$ cat src/logic/esp_pkg.sv
// constants and types shared by the serial position port
package esp_pkg;
  localparam int CLK_PERIOD_NS = 10;
  localparam int POS_BITS = 20;
  localparam int RES_MIN = 12;
  localparam int CRC_BITS = 6;
  localparam int IDX_W = 6;
  localparam int TMR_W = 12;
  localparam logic [5:0] CRC_POLY = 6'h03;
  localparam logic [5:0] CRC_INIT = 6'h00;
  localparam logic [5:0] IDX_DONE = 6'h3F;
  localparam logic [5:0] BISS_TAIL = 6'h0A;
  localparam logic [5:0] BISS_POS_BASE = 6'h08;
  localparam logic [5:0] BISS_ERR_POS = 6'h07;
  localparam logic [5:0] BISS_WARN_POS = 6'h06;
  localparam logic WARN_DEFAULT = 1'h1;
  localparam logic ACK_LEVEL = 1'h0;
  localparam logic START_LEVEL = 1'h1;
  localparam logic FOLLOW_LEVEL = 1'h0;
  localparam logic DATA_IDLE = 1'h1;
  localparam logic DATA_QUIET = 1'h0;
  // frame_quiet_hold_time and link timeout, in microseconds
  localparam int MONO_US = 25;
  localparam logic [11:0] QUIET_CYC = 12'(MONO_US * 1000 / CLK_PERIOD_NS);
  // request_gap_time least value, microseconds (kept by the master)
  localparam int REQ_GAP_US = 26;
  // bit_refresh_delay, longest, in nanoseconds
  localparam int BIT_UPDATE_NS = 90;
  localparam int UPD_CYC = BIT_UPDATE_NS / CLK_PERIOD_NS;
  // position refresh rates in hertz
  localparam int REFRESH_SLOW_HZ = 35000;
  localparam int REFRESH_FAST_HZ = 375000;
  localparam logic [11:0] REFRESH_SLOW_CYC =
    12'(1000000000 / (REFRESH_SLOW_HZ * CLK_PERIOD_NS));
  localparam logic [11:0] REFRESH_FAST_CYC =
    12'(1000000000 / (REFRESH_FAST_HZ * CLK_PERIOD_NS));
  localparam int FIFO_DEPTH = 4;
  typedef enum logic [1:0] {
    IDLE_S = 2'h0,
    SHIFT_S = 2'h1,
    HOLD_S = 2'h3,
    SERVICE_S = 2'h2
  } esp_state_t;
endpackage : esp_pkg

$ cat src/logic/esp_word_if.sv
// valid/ready word carrier between the port's own modules
`timescale 1ns/1ps
interface esp_word_if #(parameter int W = 20) ();
  logic valid;
  logic ready;
  logic [W-1:0] data;
  modport src (output valid, output data, input ready);
  modport snk (input valid, input data, output ready);
endinterface : esp_word_if

$ cat src/logic/esp_sync.sv
// two flip-flop synchroniser for levels from outside the clock domain
`timescale 1ns/1ps
module esp_sync #(
  parameter int W = 1
) (
  input wire logic clock,
  input wire logic nrst,
  input wire logic [W-1:0] d,
  output logic [W-1:0] q
);
  typedef struct packed {
    logic [W-1:0] s1;
    logic [W-1:0] s2;
  } esp_sync_t;
  esp_sync_t st;
  esp_sync_t next_st;

  always_comb begin
    next_st.s1 = d;
    next_st.s2 = st.s1;
  end

  always_ff @(posedge clock) begin
    if (!nrst) begin
      st <= '0;
    end else begin
      st <= next_st;
    end
  end

  assign q = st.s2;
endmodule : esp_sync

$ cat src/logic/esp_fifo.sv
// small flip-flop fifo with valid and ready on both sides
`timescale 1ns/1ps
module esp_fifo #(
  parameter int W = 20,
  parameter int DEPTH = 4
) (
  input wire logic clock,
  input wire logic nrst,
  esp_word_if.snk wr,
  esp_word_if.src rd
);
  localparam int AW = $clog2(DEPTH);
  typedef struct packed {
    logic [DEPTH-1:0][W-1:0] mem;
    logic [AW:0] wp;
    logic [AW:0] rp;
  } esp_fifo_t;
  esp_fifo_t st;
  esp_fifo_t next_st;
  logic full;
  logic empty;
  logic push;
  logic pop;

  assign empty = (st.wp == st.rp);
  assign full = (st.wp[AW-1:0] == st.rp[AW-1:0]) && (st.wp[AW] != st.rp[AW]);
  assign wr.ready = !full;
  assign rd.valid = !empty;
  assign rd.data = st.mem[st.rp[AW-1:0]];
  assign push = wr.valid && !full;
  assign pop = rd.ready && !empty;

  always_comb begin
    next_st = st;
    for (int i = 0; i < DEPTH; i++) begin
      if (push && (st.wp[AW-1:0] == AW'(i))) begin
        next_st.mem[i] = wr.data;
      end
    end
    if (push) begin
      next_st.wp = st.wp + (AW+1)'(1);
    end
    if (pop) begin
      next_st.rp = st.rp + (AW+1)'(1);
    end
  end

  always_ff @(posedge clock) begin
    if (!nrst) begin
      st <= '0;
    end else begin
      st <= next_st;
    end
  end
endmodule : esp_fifo

$ cat src/logic/esp_port.sv
// serial absolute position port: ssi and biss-c slave with service mode
// How it works
// - wake up in position mode, not service
// - refresh position at 35 or 375 kHz
// - ssi error flag one on fault
// - ssi without test option sends position only
// - bits follow edges quickly; master spaces requests
// - slave shifts on the master's clock only
// - biss acknowledge sends zero for one clock
// - start bit one, then a zero bit
// - frame positions scale with resolution
// - biss error flag one means healthy
// - warning bit always sent as one
// - crc six over position, error, warning
// - crc sent msb first and inverted
// - start and zero bits skip the crc
// - 25 us quiet time after each frame
// - service mode reuses clock and data pairs
`timescale 1ns/1ps
module esp_port (
  input wire logic clock,
  input wire logic nrst,
  input wire logic link_clk_pin,
  input wire logic [esp_pkg::POS_BITS-1:0] pos_sample,
  input wire logic pos_valid,
  output logic pos_ready,
  input wire logic fault_in,
  input wire logic biss_sel,
  input wire logic bit_option,
  input wire logic fast_rate,
  input wire logic [4:0] res_bits,
  input wire logic service_req,
  input wire logic service_tx,
  output logic data_out,
  output logic service_rx,
  output logic frame_busy
);
  import esp_pkg::*;

  typedef struct packed {
    esp_state_t state;
    logic data;
    logic clk_q;
    logic [IDX_W-1:0] idx;
    logic [TMR_W-1:0] timer;
    logic [CRC_BITS-1:0] crc;
    logic [POS_BITS-1:0] sample;
    logic fault;
    logic biss;
    logic opt;
    logic [4:0] nbits;
    logic [TMR_W-1:0] refresh;
    logic [POS_BITS-1:0] pos_now;
  } esp_core_t;

  esp_core_t st;
  esp_core_t next_st;
  logic link_clk_s;
  logic rise;
  logic fall;
  logic tick;
  logic cur_bit;
  logic crc_cover;
  logic crc_fb;
  logic [IDX_W-1:0] top;
  logic [IDX_W-1:0] pos_idx;

  //////////////////////////////////////////////////////////////////////////
  // link clock sampling and refresh buffer

  esp_sync #(.W(1)) u_sync (
    .clock(clock),
    .nrst(nrst),
    .d(link_clk_pin),
    .q(link_clk_s)
  );

  esp_word_if #(.W(POS_BITS)) wr_if ();
  esp_word_if #(.W(POS_BITS)) rd_if ();

  assign wr_if.valid = pos_valid;
  assign wr_if.data = pos_sample;
  assign pos_ready = wr_if.ready;
  assign rd_if.ready = tick;

  esp_fifo #(.W(POS_BITS), .DEPTH(FIFO_DEPTH)) u_fifo (
    .clock(clock),
    .nrst(nrst),
    .wr(wr_if.snk),
    .rd(rd_if.src)
  );

  //////////////////////////////////////////////////////////////////////////
  // frame layout

  function automatic logic [IDX_W-1:0] frame_top(input logic biss, input logic opt,
                                                input logic [4:0] n);
    if (biss) begin
      frame_top = IDX_W'(n) + BISS_TAIL;
    end else begin
      frame_top = IDX_W'(n) - IDX_W'(1) + IDX_W'(opt);
    end
  endfunction : frame_top

  // edges only, the master owns the clock
  assign rise = link_clk_s && !st.clk_q;
  assign fall = !link_clk_s && st.clk_q;
  assign tick = (st.refresh == '0);
  assign top = frame_top(st.biss, st.opt, st.nbits);
  assign pos_idx = st.idx - (st.biss ? BISS_POS_BASE : IDX_W'(st.opt));
  // start and zero bits stay outside the covered span
  assign crc_cover = st.biss && (st.idx >= BISS_WARN_POS) && (st.idx <= top - IDX_W'(3));
  assign crc_fb = st.crc[CRC_BITS-1] ^ cur_bit;

  always_comb begin
    cur_bit = DATA_IDLE;
    if (st.biss) begin
      if (st.idx == top) begin
        cur_bit = ACK_LEVEL;
      end else if (st.idx == top - IDX_W'(1)) begin
        cur_bit = START_LEVEL;
      end else if (st.idx == top - IDX_W'(2)) begin
        cur_bit = FOLLOW_LEVEL;
      end else if (st.idx >= BISS_POS_BASE) begin
        cur_bit = st.sample[pos_idx[4:0]];
      end else if (st.idx == BISS_ERR_POS) begin
        cur_bit = st.opt ? !st.fault : 1'h1;
      end else if (st.idx == BISS_WARN_POS) begin
        cur_bit = WARN_DEFAULT;
      end else begin
        cur_bit = !st.crc[st.idx[2:0]];
      end
    end else begin
      if (st.opt && (st.idx == '0)) begin
        cur_bit = st.fault;
      end else begin
        cur_bit = st.sample[pos_idx[4:0]];
      end
    end
  end

  //////////////////////////////////////////////////////////////////////////
  // next state

  always_comb begin
    next_st = st;
    next_st.clk_q = link_clk_s;
    if (tick) begin
      next_st.refresh = fast_rate ? REFRESH_FAST_CYC - 12'h1 : REFRESH_SLOW_CYC - 12'h1;
      if (rd_if.valid) begin
        next_st.pos_now = rd_if.data;
      end
    end else begin
      next_st.refresh = st.refresh - 12'h1;
    end
    unique case (st.state)
      IDLE_S: begin
        next_st.data = DATA_IDLE;
        if (service_req) begin
          next_st.state = SERVICE_S;
        end else if (fall) begin
          next_st.state = SHIFT_S;
          next_st.sample = st.pos_now;
          next_st.fault = fault_in;
          next_st.biss = biss_sel;
          next_st.opt = bit_option;
          next_st.nbits = res_bits;
          next_st.idx = frame_top(biss_sel, bit_option, res_bits);
          next_st.crc = CRC_INIT;
          next_st.timer = '0;
        end
      end
      SHIFT_S: begin
        next_st.timer = st.timer + 12'h1;
        if (rise || fall) begin
          next_st.timer = '0;
        end
        if (rise) begin
          if (st.idx == IDX_DONE) begin
            next_st.state = HOLD_S;
            next_st.data = DATA_QUIET;
          end else begin
            next_st.data = cur_bit;
            next_st.idx = st.idx - IDX_W'(1);
            if (crc_cover) begin
              next_st.crc = {st.crc[CRC_BITS-2:0], 1'h0} ^ (crc_fb ? CRC_POLY : 6'h00);
            end
          end
        end else if (st.timer == QUIET_CYC - 12'h1) begin
          next_st.state = IDLE_S;
          next_st.data = DATA_IDLE;
        end
      end
      HOLD_S: begin
        next_st.timer = st.timer + 12'h1;
        if (st.timer == QUIET_CYC - 12'h1) begin
          next_st.state = IDLE_S;
          next_st.data = DATA_IDLE;
        end
      end
      SERVICE_S: begin
        next_st.data = service_tx;
        if (!service_req) begin
          next_st.state = IDLE_S;
          next_st.data = DATA_IDLE;
        end
      end
    endcase
  end

  always_ff @(posedge clock) begin
    if (!nrst) begin
      st <= '{state: IDLE_S, data: DATA_IDLE, default: '0};
    end else begin
      st <= next_st;
    end
  end

  assign data_out = st.data;
  assign service_rx = link_clk_s;
  assign frame_busy = (st.state == SHIFT_S) || (st.state == HOLD_S);
endmodule : esp_port

$ cat config.mk
export PLATFORM = sky130hd
export DESIGN_NAME = esp_port
export DESIGN_NICKNAME = d
export VERILOG_FILES = /design/src/logic/esp_pkg.sv /design/src/logic/esp_word_if.sv /design/src/logic/esp_sync.sv /design/src/logic/esp_fifo.sv /design/src/logic/esp_port.sv
export SDC_FILE = /design/constraint.sdc
export NUM_CORES = 1
export LEC_CHECK = 0
export BUFFER_PORTS_ARGS = -buffer_cell sky130_fd_sc_hd__buf_2
export CAP_MARGIN = 15
export CORE_AREA = 10 10 175 128
export CTS_CLUSTER_DIAMETER = 80
export DETAILED_ROUTE_END_ITERATION = 10
export DIE_AREA = 0 0 185 138
export PLACE_DENSITY_LB_ADDON = 0.25
export SKIP_LAST_GASP = 1
export SLEW_MARGIN = 20
export SYNTH_ARGS = -nofsm -noshare
export SYNTH_HDL_FRONTEND = slang
export SYNTH_SLANG_ARGS = --single-unit
$ cat constraint.sdc
create_clock -name clock -period 3.84 [get_ports clock]
set_input_delay 0 -clock clock [delete_from_list [all_inputs] [get_ports clock]]
set_output_delay 0 -clock clock [all_outputs]
set_load 0.005 [all_outputs]
==> Word-level counts from Yosys, hierarchy flattened <==
Index checks and enable logic that the tools add are counted.
{ "word_totals": {"out_inout_bits": 4, "memories": 0, "reg_bits": 176, "mem_bits_ro": 0, "word_cells": 142, "ramBits": 0, "in_bits": 35, "latch_bits": 0} }
{ "op_classes": {"magnitude_cmp": 6, "n_shift": 0, "n_div": 0, "n_addsub": 15, "bitwise_logic": 4, "n_reduce_logical": 32, "muxes": 40, "eq_ne": 24, "mul": 0} }
{ "op_table": {"columns": ["operator", "count"], "rows": [
  ["$mux W52", 2],
  ["$mux W6", 7],
  ["$bmux W20 S2", 1],
  ["$mux W12", 3],
  ["$pmux W12 S3", 1],
  ["$pmux W6 S2", 2],
  ["$mux W20", 1],
  ["$eq A6 B6 Y1", 3],
  ["$add A12 B1 Y12 const B", 1],
  ["$add A5 B4 Y6 const B", 2],
  ["$add A6 B1 Y6", 2],
  ["$eq A12 B12 Y1 const B", 1],
  ["$eq A6 B3 Y1 const B", 2],
  ["$logic_and A1 B1 Y1", 12],
  ["$logic_not A12 Y1", 1],
  ["$mux W1", 12],
  ["$ne A2 B2 Y1 const B", 6],
  ["$pmux W3 S4", 1],
  ["$sub A12 B1 Y12 const B", 1],
  ["$sub A5 B1 Y6 const B", 2],
  ["$sub A6 B1 Y6 const B", 2],
  ["$sub A6 B2 Y6 const B", 2],
  ["$mux W3", 3],
  ["$reduce_and A3 Y1", 3],
  ["31 further kinds", 48]
]} }

==> Logic depth before layout (Yosys ltp) <==
Gate-level depths: netlist of the first run.
{ "depth": {"depth_word": 17, "mapped_depth": 19, "depth_no_buf": 18} }

==> Modules after synthesis <==
Synthesis of the first run repeated with hierarchy kept, for this count alone.
{ "unflattened": {"cells_unflattened": 998, "area_unflattened_um2": 8927.3} }
{ "by_module_without_submodules": {"columns": ["module", "seq_area_each_um2", "instances", "area_each_um2", "cells_each"], "rows": [
  ["esp_port", 1761.7, 1, 5087.4, 636],
  ["esp_fifo", 1721.7, 1, 3787.4, 358],
  ["esp_sync", 40.0, 1, 52.6, 4]
]} }

==> Least setup slack after synthesis of the first run <==
No wires, ideal clock.
{ "synth_path": {"kind": "flip-flop to flip-flop", "from": "register st[38] (netlist name)", "to": "register st[62] (netlist name)", "synth_period_minus_slack_ns": 3.457, "setup_slack_ns": 0.383, "path_stages_with_launch": 20, "arrival_time_ns": 3.339, "path_cell_list": "dfxtp_1 buf_6 buf_2 nor2_1 xnor2_1 inv_1 ha_1 inv_1 ha_1 nor2b_1 o21a_1 o21a_1 o21a_1 o21a_1 o22ai_1 a32oi_1 or2_2 clkbuf_1 a22oi_1 nor2b_1"} }
{ "synth_via": {"elab_chain_cells": 6, "word_cells_on_any_way": 7} }
{ "synth_rtl": {"columns": ["item", "line", "source"], "rows": [
  ["from (decl)", "esp_port.sv:56", "esp_core_t st;"],
  ["from (signal assigned)", "esp_port.sv:215", "st <= next_st;"],
  ["$mux W6", "esp_port.sv:98", "if (biss) begin"],
  ["$sub A6 B2 Y6", "esp_port.sv:112", "assign crc_cover = st.biss && (st.idx >= BISS_WARN_POS) && (st.idx <= top - IDX_W'(3));"],
  ["$le A6 B6 Y1", "esp_port.sv:112", null],
  ["$logic_and A1 B1 Y1 (*)", "esp_port.sv:112", null],
  ["$ne A2 B2 Y1 (no source line) (*)", null, null],
  ["$reduce_and A6 Y1 (no source line) (*)", null, null]
]} }
Mark *: on every way between the ends. The rest lies on a longest branch, timed or not.
A chain may end at the register's enable or synchronous reset.

==> Worst setup path in the final report of the first run <==
{ "layout_path": {"from": "register st[33] (netlist name)", "to": "register st[62] (netlist name)"} }
{ "layout_via": {"elab_chain_cells": 8, "word_cells_on_any_way": 9} }
{ "layout_rtl": {"columns": ["item", "line", "source"], "rows": [
  ["$sub A5 B1 Y6", "esp_port.sv:101", "frame_top = IDX_W'(n) - IDX_W'(1) + IDX_W'(opt);"],
  ["$add A6 B1 Y6", "esp_port.sv:101", null],
  ["$mux W6 (*)", "esp_port.sv:98", null],
  ["$sub A6 B2 Y6 (*)", "esp_port.sv:112", null],
  ["$le A6 B6 Y1 (*)", "esp_port.sv:112", null],
  ["$logic_and A1 B1 Y1 (*)", "esp_port.sv:112", null],
  ["$ne A2 B2 Y1 (no source line) (*)", null, null],
  ["$reduce_and A6 Y1 (no source line) (*)", null, null]
]} }
Marks and branches as above.

==> flow_summary.json, run 1 <==
{
  "netlist_top_cells_count": "nand2_1 (293), dfxtp_1 (176), a21boi_0 (131)",
  "layout.cells.non_filler": 1361,
  "synth_edf_count": 0,
  "gp_congestion": 0.881,
  "dieArea_sq_um": 25500,
  "grt_pass1_vias": 6929,
  "synth_mux_area_share_pct": 7.01,
  "syn_nets": 1134,
  "synth.cell_area_sq_um": 9150,
  "fmax_mhz": 282,
  "synth-main-ff-cell": "dfxtp_1",
  "chipHeight_um": 138,
  "end_kind": "flop",
  "detailed_place.area_sq_um": 9490,
  "synth_most_common_cell": "nand2_1",
  "routed.top_layer": "met4",
  "first_pass_iters": 6,
  "worst_pin_slew_ns": 0.983,
  "synth-compound-area-share_pct": 19.5,
  "hpwl_mm": 13.7,
  "synth.area.top_cells": "dfxtp_1 (38%), nand2_1 (12%), a21boi_0 (11%)",
  "fin_nets": 1171,
  "via_count": 7302,
  "cts_sinks": 176,
  "synthDistinctLibCells": 67,
  "areaGrowthSynthToFinish_pct": 13.8,
  "die_x_um": 185,
  "grt_setup_unrepaired": "no",
  "setup_violations": 0,
  "cpPeakStageDelay_ns": 0.41,
  "numCtsBuffers": 17,
  "hold_viol": 0,
  "yosys.area_share.adder_pct": 4.78,
  "p_total_mw": 4.40,
  "crit_path_start_kind": "flop",
  "grt_util_all_layers_pct": 16.1,
  "finalClockSkew_ns": 0.00868,
  "yosysTopAreaCell": "dfxtp_1",
  "tns_ns": 0,
  "maxCapViolations": 0,
  "hold_path.class": "input port to flop",
  "m1WireLength_mm": 10.7,
  "synth_xor_area_share_pct": 4.57,
  "drive_gt1_share_pct": 11.7,
  "p_per_area_nw_per_um2": 422,
  "yosysWarnings": 0,
  "overflow": 0,
  "status": "complete, no violations",
  "clk_path_buf_depth": 2,
  "antenna_found_initial": 0,
  "grt_first_pass_wirelength_mm": 34.4,
  "cp.required_ns": 4.16,
  "clockRootBuffer": "clkbuf_16",
  "synthCells": 1064,
  "fillers": 1750,
  "drc_errors": 0,
  "met2_length_mm": 8.97,
  "syn-mean-instance-area_sq_um": 8.60,
  "core_sq_um": 19300,
  "period_needed_ns": 3.54,
  "yosysSeqAreaShare_pct": 38.5,
  "tritoncts": "yes",
  "drt_iter0_markers": 533,
  "portBuffers": 38,
  "n_antenna_cell": 0,
  "synthSimpleGateAreaFrac_pct": 21.5,
  "grt_max_degree": 70,
  "dp_cells": 1296,
  "fp-row-count": 43,
  "finalCoreUtilization_pct": 54.1,
  "start_util_pct": 47.5,
  "drtAntennaViolNets": 0,
  "vdd_ir_drop_max_v": 0.000315,
  "leakage_nw": 3.75,
  "synth-async-reset-ratio_pct": 0,
  "finalMaxSlewViolations": 0,
  "arrival_ns": 3.86,
  "pin_count": 39,
  "cts-htree-levels": 4,
  "clkTransAtPathRegs_ns": 0.07,
  "maxSlewHeadroom_pct": 34.5,
  "min_period_over_period_pct": 92.3,
  "routed_wl_mm": 20.6,
  "cp_slowest_cell": "a221oi_4",
  "post_cts_buffers": 0,
  "routedWlPerCell_um": 15.2,
  "cp_max_fo": 6,
  "yosysTopAreaCellShare_pct": 38.5,
  "vias_per_cell": 5.37,
  "final_area_sq_um": 10400,
  "ys_ff_latch": 176,
  "clkLatencyLatePin_ns": 0.43,
  "wl_met3_um": 806,
  "synth_top_family_by_area": "simple AND/OR/NAND/NOR gates",
  "setup.worst_path.class": "flop to flop",
  "path_cells": "inv_1 -> ha_1 -> a221oi_4 -> ha_1 -> nand2_1 -> nand2_1 -> xor2_1 -> ha_1 -> o21a_1 -> o21a_1 -> o21a_1 -> o22ai_1 -> a32oi_1 -> or2_2 -> a22oi_1 -> nor2b_1"
}
-- sequential cells by signal, indices dropped and copies added, names as in the netlist --
register	count
data_out	1
st	87
u_fifo.st	86
u_sync.next_st	1
u_sync.q	1
-- final cells by class --
cell class                      instances  area [sq um]  share of cell area, %
Clock buffer                           22           484                   4.65
Clock inverter                         10           100                  0.961
Inverter                               26          97.6                  0.937
Multi-Input combinational cell        795          5270                   50.6
Sequential cell                       176          3520                   33.8
Tap cell                              247           309                   2.97
Timing Repair Buffer                   85           628                   6.03
-- critical path: cells and delay by family (launching register included) --
family / cells / cell delay, ns
AO/OA/AOI/OAI: 7 / 1.35
buffers and inverters: 1 / 0.10
adder cells (fa/ha/maj): 3 / 0.82
XOR/XNOR: 1 / 0.20
AND/OR/NAND/NOR: 4 / 0.57
flip-flops: 1 / 0.40
-- layout by cell type, fill, tap and decap left out, drive strengths merged, types with 4 or more instances in the layout --
cell and count:
xnor2 18, and2 15, ha 35, o22ai 4, nor2 48, inv 29
mux4 26, nand4 9, nor4b 4, o21a 9, nand3 9, dfxtp 176
nor2b 15, clkbuf 22, or3 5, xor2 24, nand2b 14, or2 4
dlygate4sd3 33, buf 52, a21oi 19, a21boi 132, o21ai 21, a31oi 10
and3 8, nor3 10, o211ai 7, nand2 293, a22oi 8
-- path summary, 6_finish.rpt --
path                     startpoint  endpoint  slack, ns  depth (start not counted)
setup / recovery             st[33]    st[62]       0.30                         16
hold / removal                 nrst    st[31]        0.1                          3
setup reg to reg             st[33]    st[62]       0.30                         16
hold reg to reg   u_sync.next_st[0]  u_sync.q       0.43                          1
-- per-stage QoR --
| stage | hold WS [ns] | setup slack, ns |
|---|---|---|
| 2_1_floorplan | 0.127 | 0.383 |
| 3_3_place_gp | 0.215 | 0.354 |
| 3_5_place_dp | 0.213 | 0.300 |
| 4_1_cts | 0.0744 | 0.289 |
| 5_1_grt | 0.110 | 0.0153 |
| 6_report | 0.0968 | 0.297 |
-- report_power, final --
part           total [mW]  switching (mW)  internal, mW  leakage [nW]
clock                1.72           0.746         0.971         0.281
combinational       0.688           0.386         0.302          2.04
sequential           1.99          0.0693          1.92          1.43
-- repair_timing --
item / 4_1_cts / 5_1_grt
resized for setup: 0 / 3
endpoints found under the setup margin: 0 / 5
endpoints found under the hold margin: 95 / 0
hold buffers: 33 / 0
-- cell families after synthesis --
| kind of cell | after synthesis |
|---|---|
| buf+inv | 93 |
| flops | 176 |
| fa+ha+maj | 35 |
| xor+xnor | 44 |
| mux | 31 |
| simple gates | 447 |
| compound gates | 238 |
-- layer usage --
metal | vias to the layer above | global-route usage (%)
li1 | 3707 | -
met1 | 3436 | 23.1
met2 | 139 | 24.4
met3 | 20 | 3.25
met4 | 0 | 3.33
met5 | - | 0
Note: power is estimated with default switching activity, not from simulation.
==> run 2, diff against run 1 <==
==> constraint.sdc (replaced) <==
create_clock -name clock -period 3.7 [get_ports clock]
set_input_delay 0 -clock clock [delete_from_list [all_inputs] [get_ports clock]]
set_output_delay 0 -clock clock [all_outputs]
set_load 0.005 [all_outputs]
==> run 2 against run 1 <==
Final cell count is essentially flat; power grew 3.8%; clock power grew 3%; die area is the same; combinational power grew 5.1%; via count grew 0.21%; sequential power grew 4%; non-clock buffer count grew 1.
==> flow_summary.json, run 2 (synthesis gave the netlist of run 1 again) <==
{
  "n_antenna_cell": 0,
  "fillers": 1847,
  "top_usage_layer": "met2",
  "fin_nets": 1172,
  "portBuffers": 38,
  "cp_max_fo": 7,
  "top_regs": "st: 87 flops, u_fifo.st: 86 flops",
  "finalMaxSlewViolations": 0,
  "r2r_cells": 10,
  "setup.worst_path.class": "flop to flop",
  "cp.required_ns": 4.01,
  "largest_reg_flops": 87,
  "grt.met2_usage_pct": 25.0,
  "worst_r2r_endpoint": "st[61]",
  "layout.cells.non_filler": 1362,
  "cts_sinks": 176,
  "dieArea_sq_um": 25500,
  "leakage_nw": 3.75,
  "drc_errors": 0,
  "hold_ws_ns": 0.115,
  "grt_first_pass_wirelength_mm": 35.9,
  "antenna_found_initial": 0,
  "fp-row-count": 43,
  "pin_count": 39,
  "vias_per_cell": 5.37,
  "layout_commonest_cell": "nand2_1",
  "setup_violations": 0,
  "worst_pin_slew_ns": 0.980,
  "fmax_mhz": 295,
  "mostFrequentLayoutCells": "nand2_1 (293), dfxtp_1 (175), a21boi_0 (131)",
  "via_count": 7317,
  "regMostFlops": "st",
  "drive_gt1_share_pct": 12.2,
  "first_pass_iters": 5,
  "grt_max_degree": 91,
  "gp_congestion": 0.843,
  "hold_viol": 0,
  "maxSlewHeadroom_pct": 34.7,
  "core_sq_um": 19300,
  "grt_util_all_layers_pct": 16.8,
  "period_needed_ns": 3.40,
  "cts-htree-levels": 4,
  "clockRootBuffer": "clkbuf_16",
  "areaGrowthSynthToFinish_pct": 14.2,
  "clk_path_buf_depth": 2,
  "drt_iter0_markers": 504,
  "crit_path_start_kind": "flop",
  "overflow": 0,
  "dp_cells": 1298,
  "routed_wl_mm": 21.0,
  "hold_path.class": "input port to flop",
  "end_kind": "flop",
  "clkTransAtPathRegs_ns": 0.07,
  "die_x_um": 185,
  "finalClockSkew_ns": 0.0124,
  "p_per_area_nw_per_um2": 437,
  "arrival_ns": 3.70,
  "start_util_pct": 47.5,
  "r2r_setup_slack_ns": 0.30,
  "crit_path_end": "st[61]",
  "maxCapViolations": 0,
  "multi_input_area_sq_um": 5290,
  "numCtsBuffers": 17,
  "tritoncts": "yes",
  "chipHeight_um": 138,
  "min_period_over_period_pct": 91.8,
  "grt_pass1_vias": 7045,
  "use_met1_pct": 24.4,
  "drtAntennaViolNets": 0,
  "vdd_ir_drop_max_v": 0.000327,
  "hpwl_mm": 14.1,
  "post_cts_buffers": 0,
  "clkLatencyLatePin_ns": 0.44,
  "grt_util_met3_pct": 3.17,
  "grt_setup_unrepaired": "no",
  "tns_ns": 0,
  "routedWlPerCell_um": 15.4,
  "p_total_mw": 4.57,
  "cp-startpoint": "st[78]",
  "worstReg2RegStart": "st[78]",
  "register_area_sq_um": 3520,
  "status": "complete, no violations"
}
==> run 2: through the flow <==
stage / worst slack, ns / utilization [%] / cell area [sq um]
5_1_grt: 0.0105 / 54.2 / 10400
3_3_place_gp: 0.285 / 49.4 / 9510
2_1_floorplan: 0.243 / - / 9150
6_report: 0.305 / 54.2 / 10400
4_1_cts: 0.185 / 54.1 / 10400
3_5_place_dp: 0.198 / 49.4 / 9510
==> run 2: report_power, final <==
group / switching (mW) / internal, mW / total, mW
Sequential: 0.0711 / 2.00 / 2.07
Combinational: 0.406 / 0.317 / 0.723
Clock: 0.826 / 0.950 / 1.78
Total: 1.30 / 3.26 / 4.57
==> run 2: layout make-up <==
cell class | count | area share, %
Sequential cell | 176 | 33.7
Inverter | 26 | 0.934
Timing Repair Buffer | 86 | 6.18
Multi-Input combinational cell | 795 | 50.7
Clock inverter | 14 | 1.44
Tap cell | 247 | 2.96
Clock buffer | 18 | 4.11
==> run 2: what timing repair did <==
action / in CTS / in global routing
gates resized for setup: 0 / 8
hold buffers: 32 / 0
endpoints found under the setup margin: 0 / 6
endpoints found under the hold margin: 95 / 0
==> run 2: layer usage <==
metal / vias to the layer above / wire length (um) / share of wire, %
met2: 97 / 9260 / 44
met3: 21 / 701 / 3.3
met1: 3481 / 10800 / 51
li1: 3718 / - / -
met4: 0 / 225 / 1.1
met5: - / 0 / 0
==> run 2: critical path: stages, from the launching register on <==
cell and delay [ns]:
dfxtp_1 0.51, inv_1 0.20, ha_1 0.53, mux4_2 0.55, mux2_2 0.29, a31oi_1 0.31, a31oi_4 0.14, o31ai_4 0.10
mux2_4 0.35, o2111ai_1 0.19, nand3_1 0.09
==> run 2: worst min-delay path by stage <==
| stage | startpoint | endpoint | cells after the start |
|---|---|---|---|
| 2_1_floorplan | link_clk_pin | u_sync.next_st[0] | 1 |
| 3_3_place_gp | link_clk_pin | u_sync.next_st[0] | 2 |
| 3_5_place_dp | link_clk_pin | u_sync.next_st[0] | 2 |
| 4_1_cts | nrst | data_out | 2 |
| 5_1_grt | nrst | st[31] | 3 |
| 6_report | nrst | data_out | 2 |
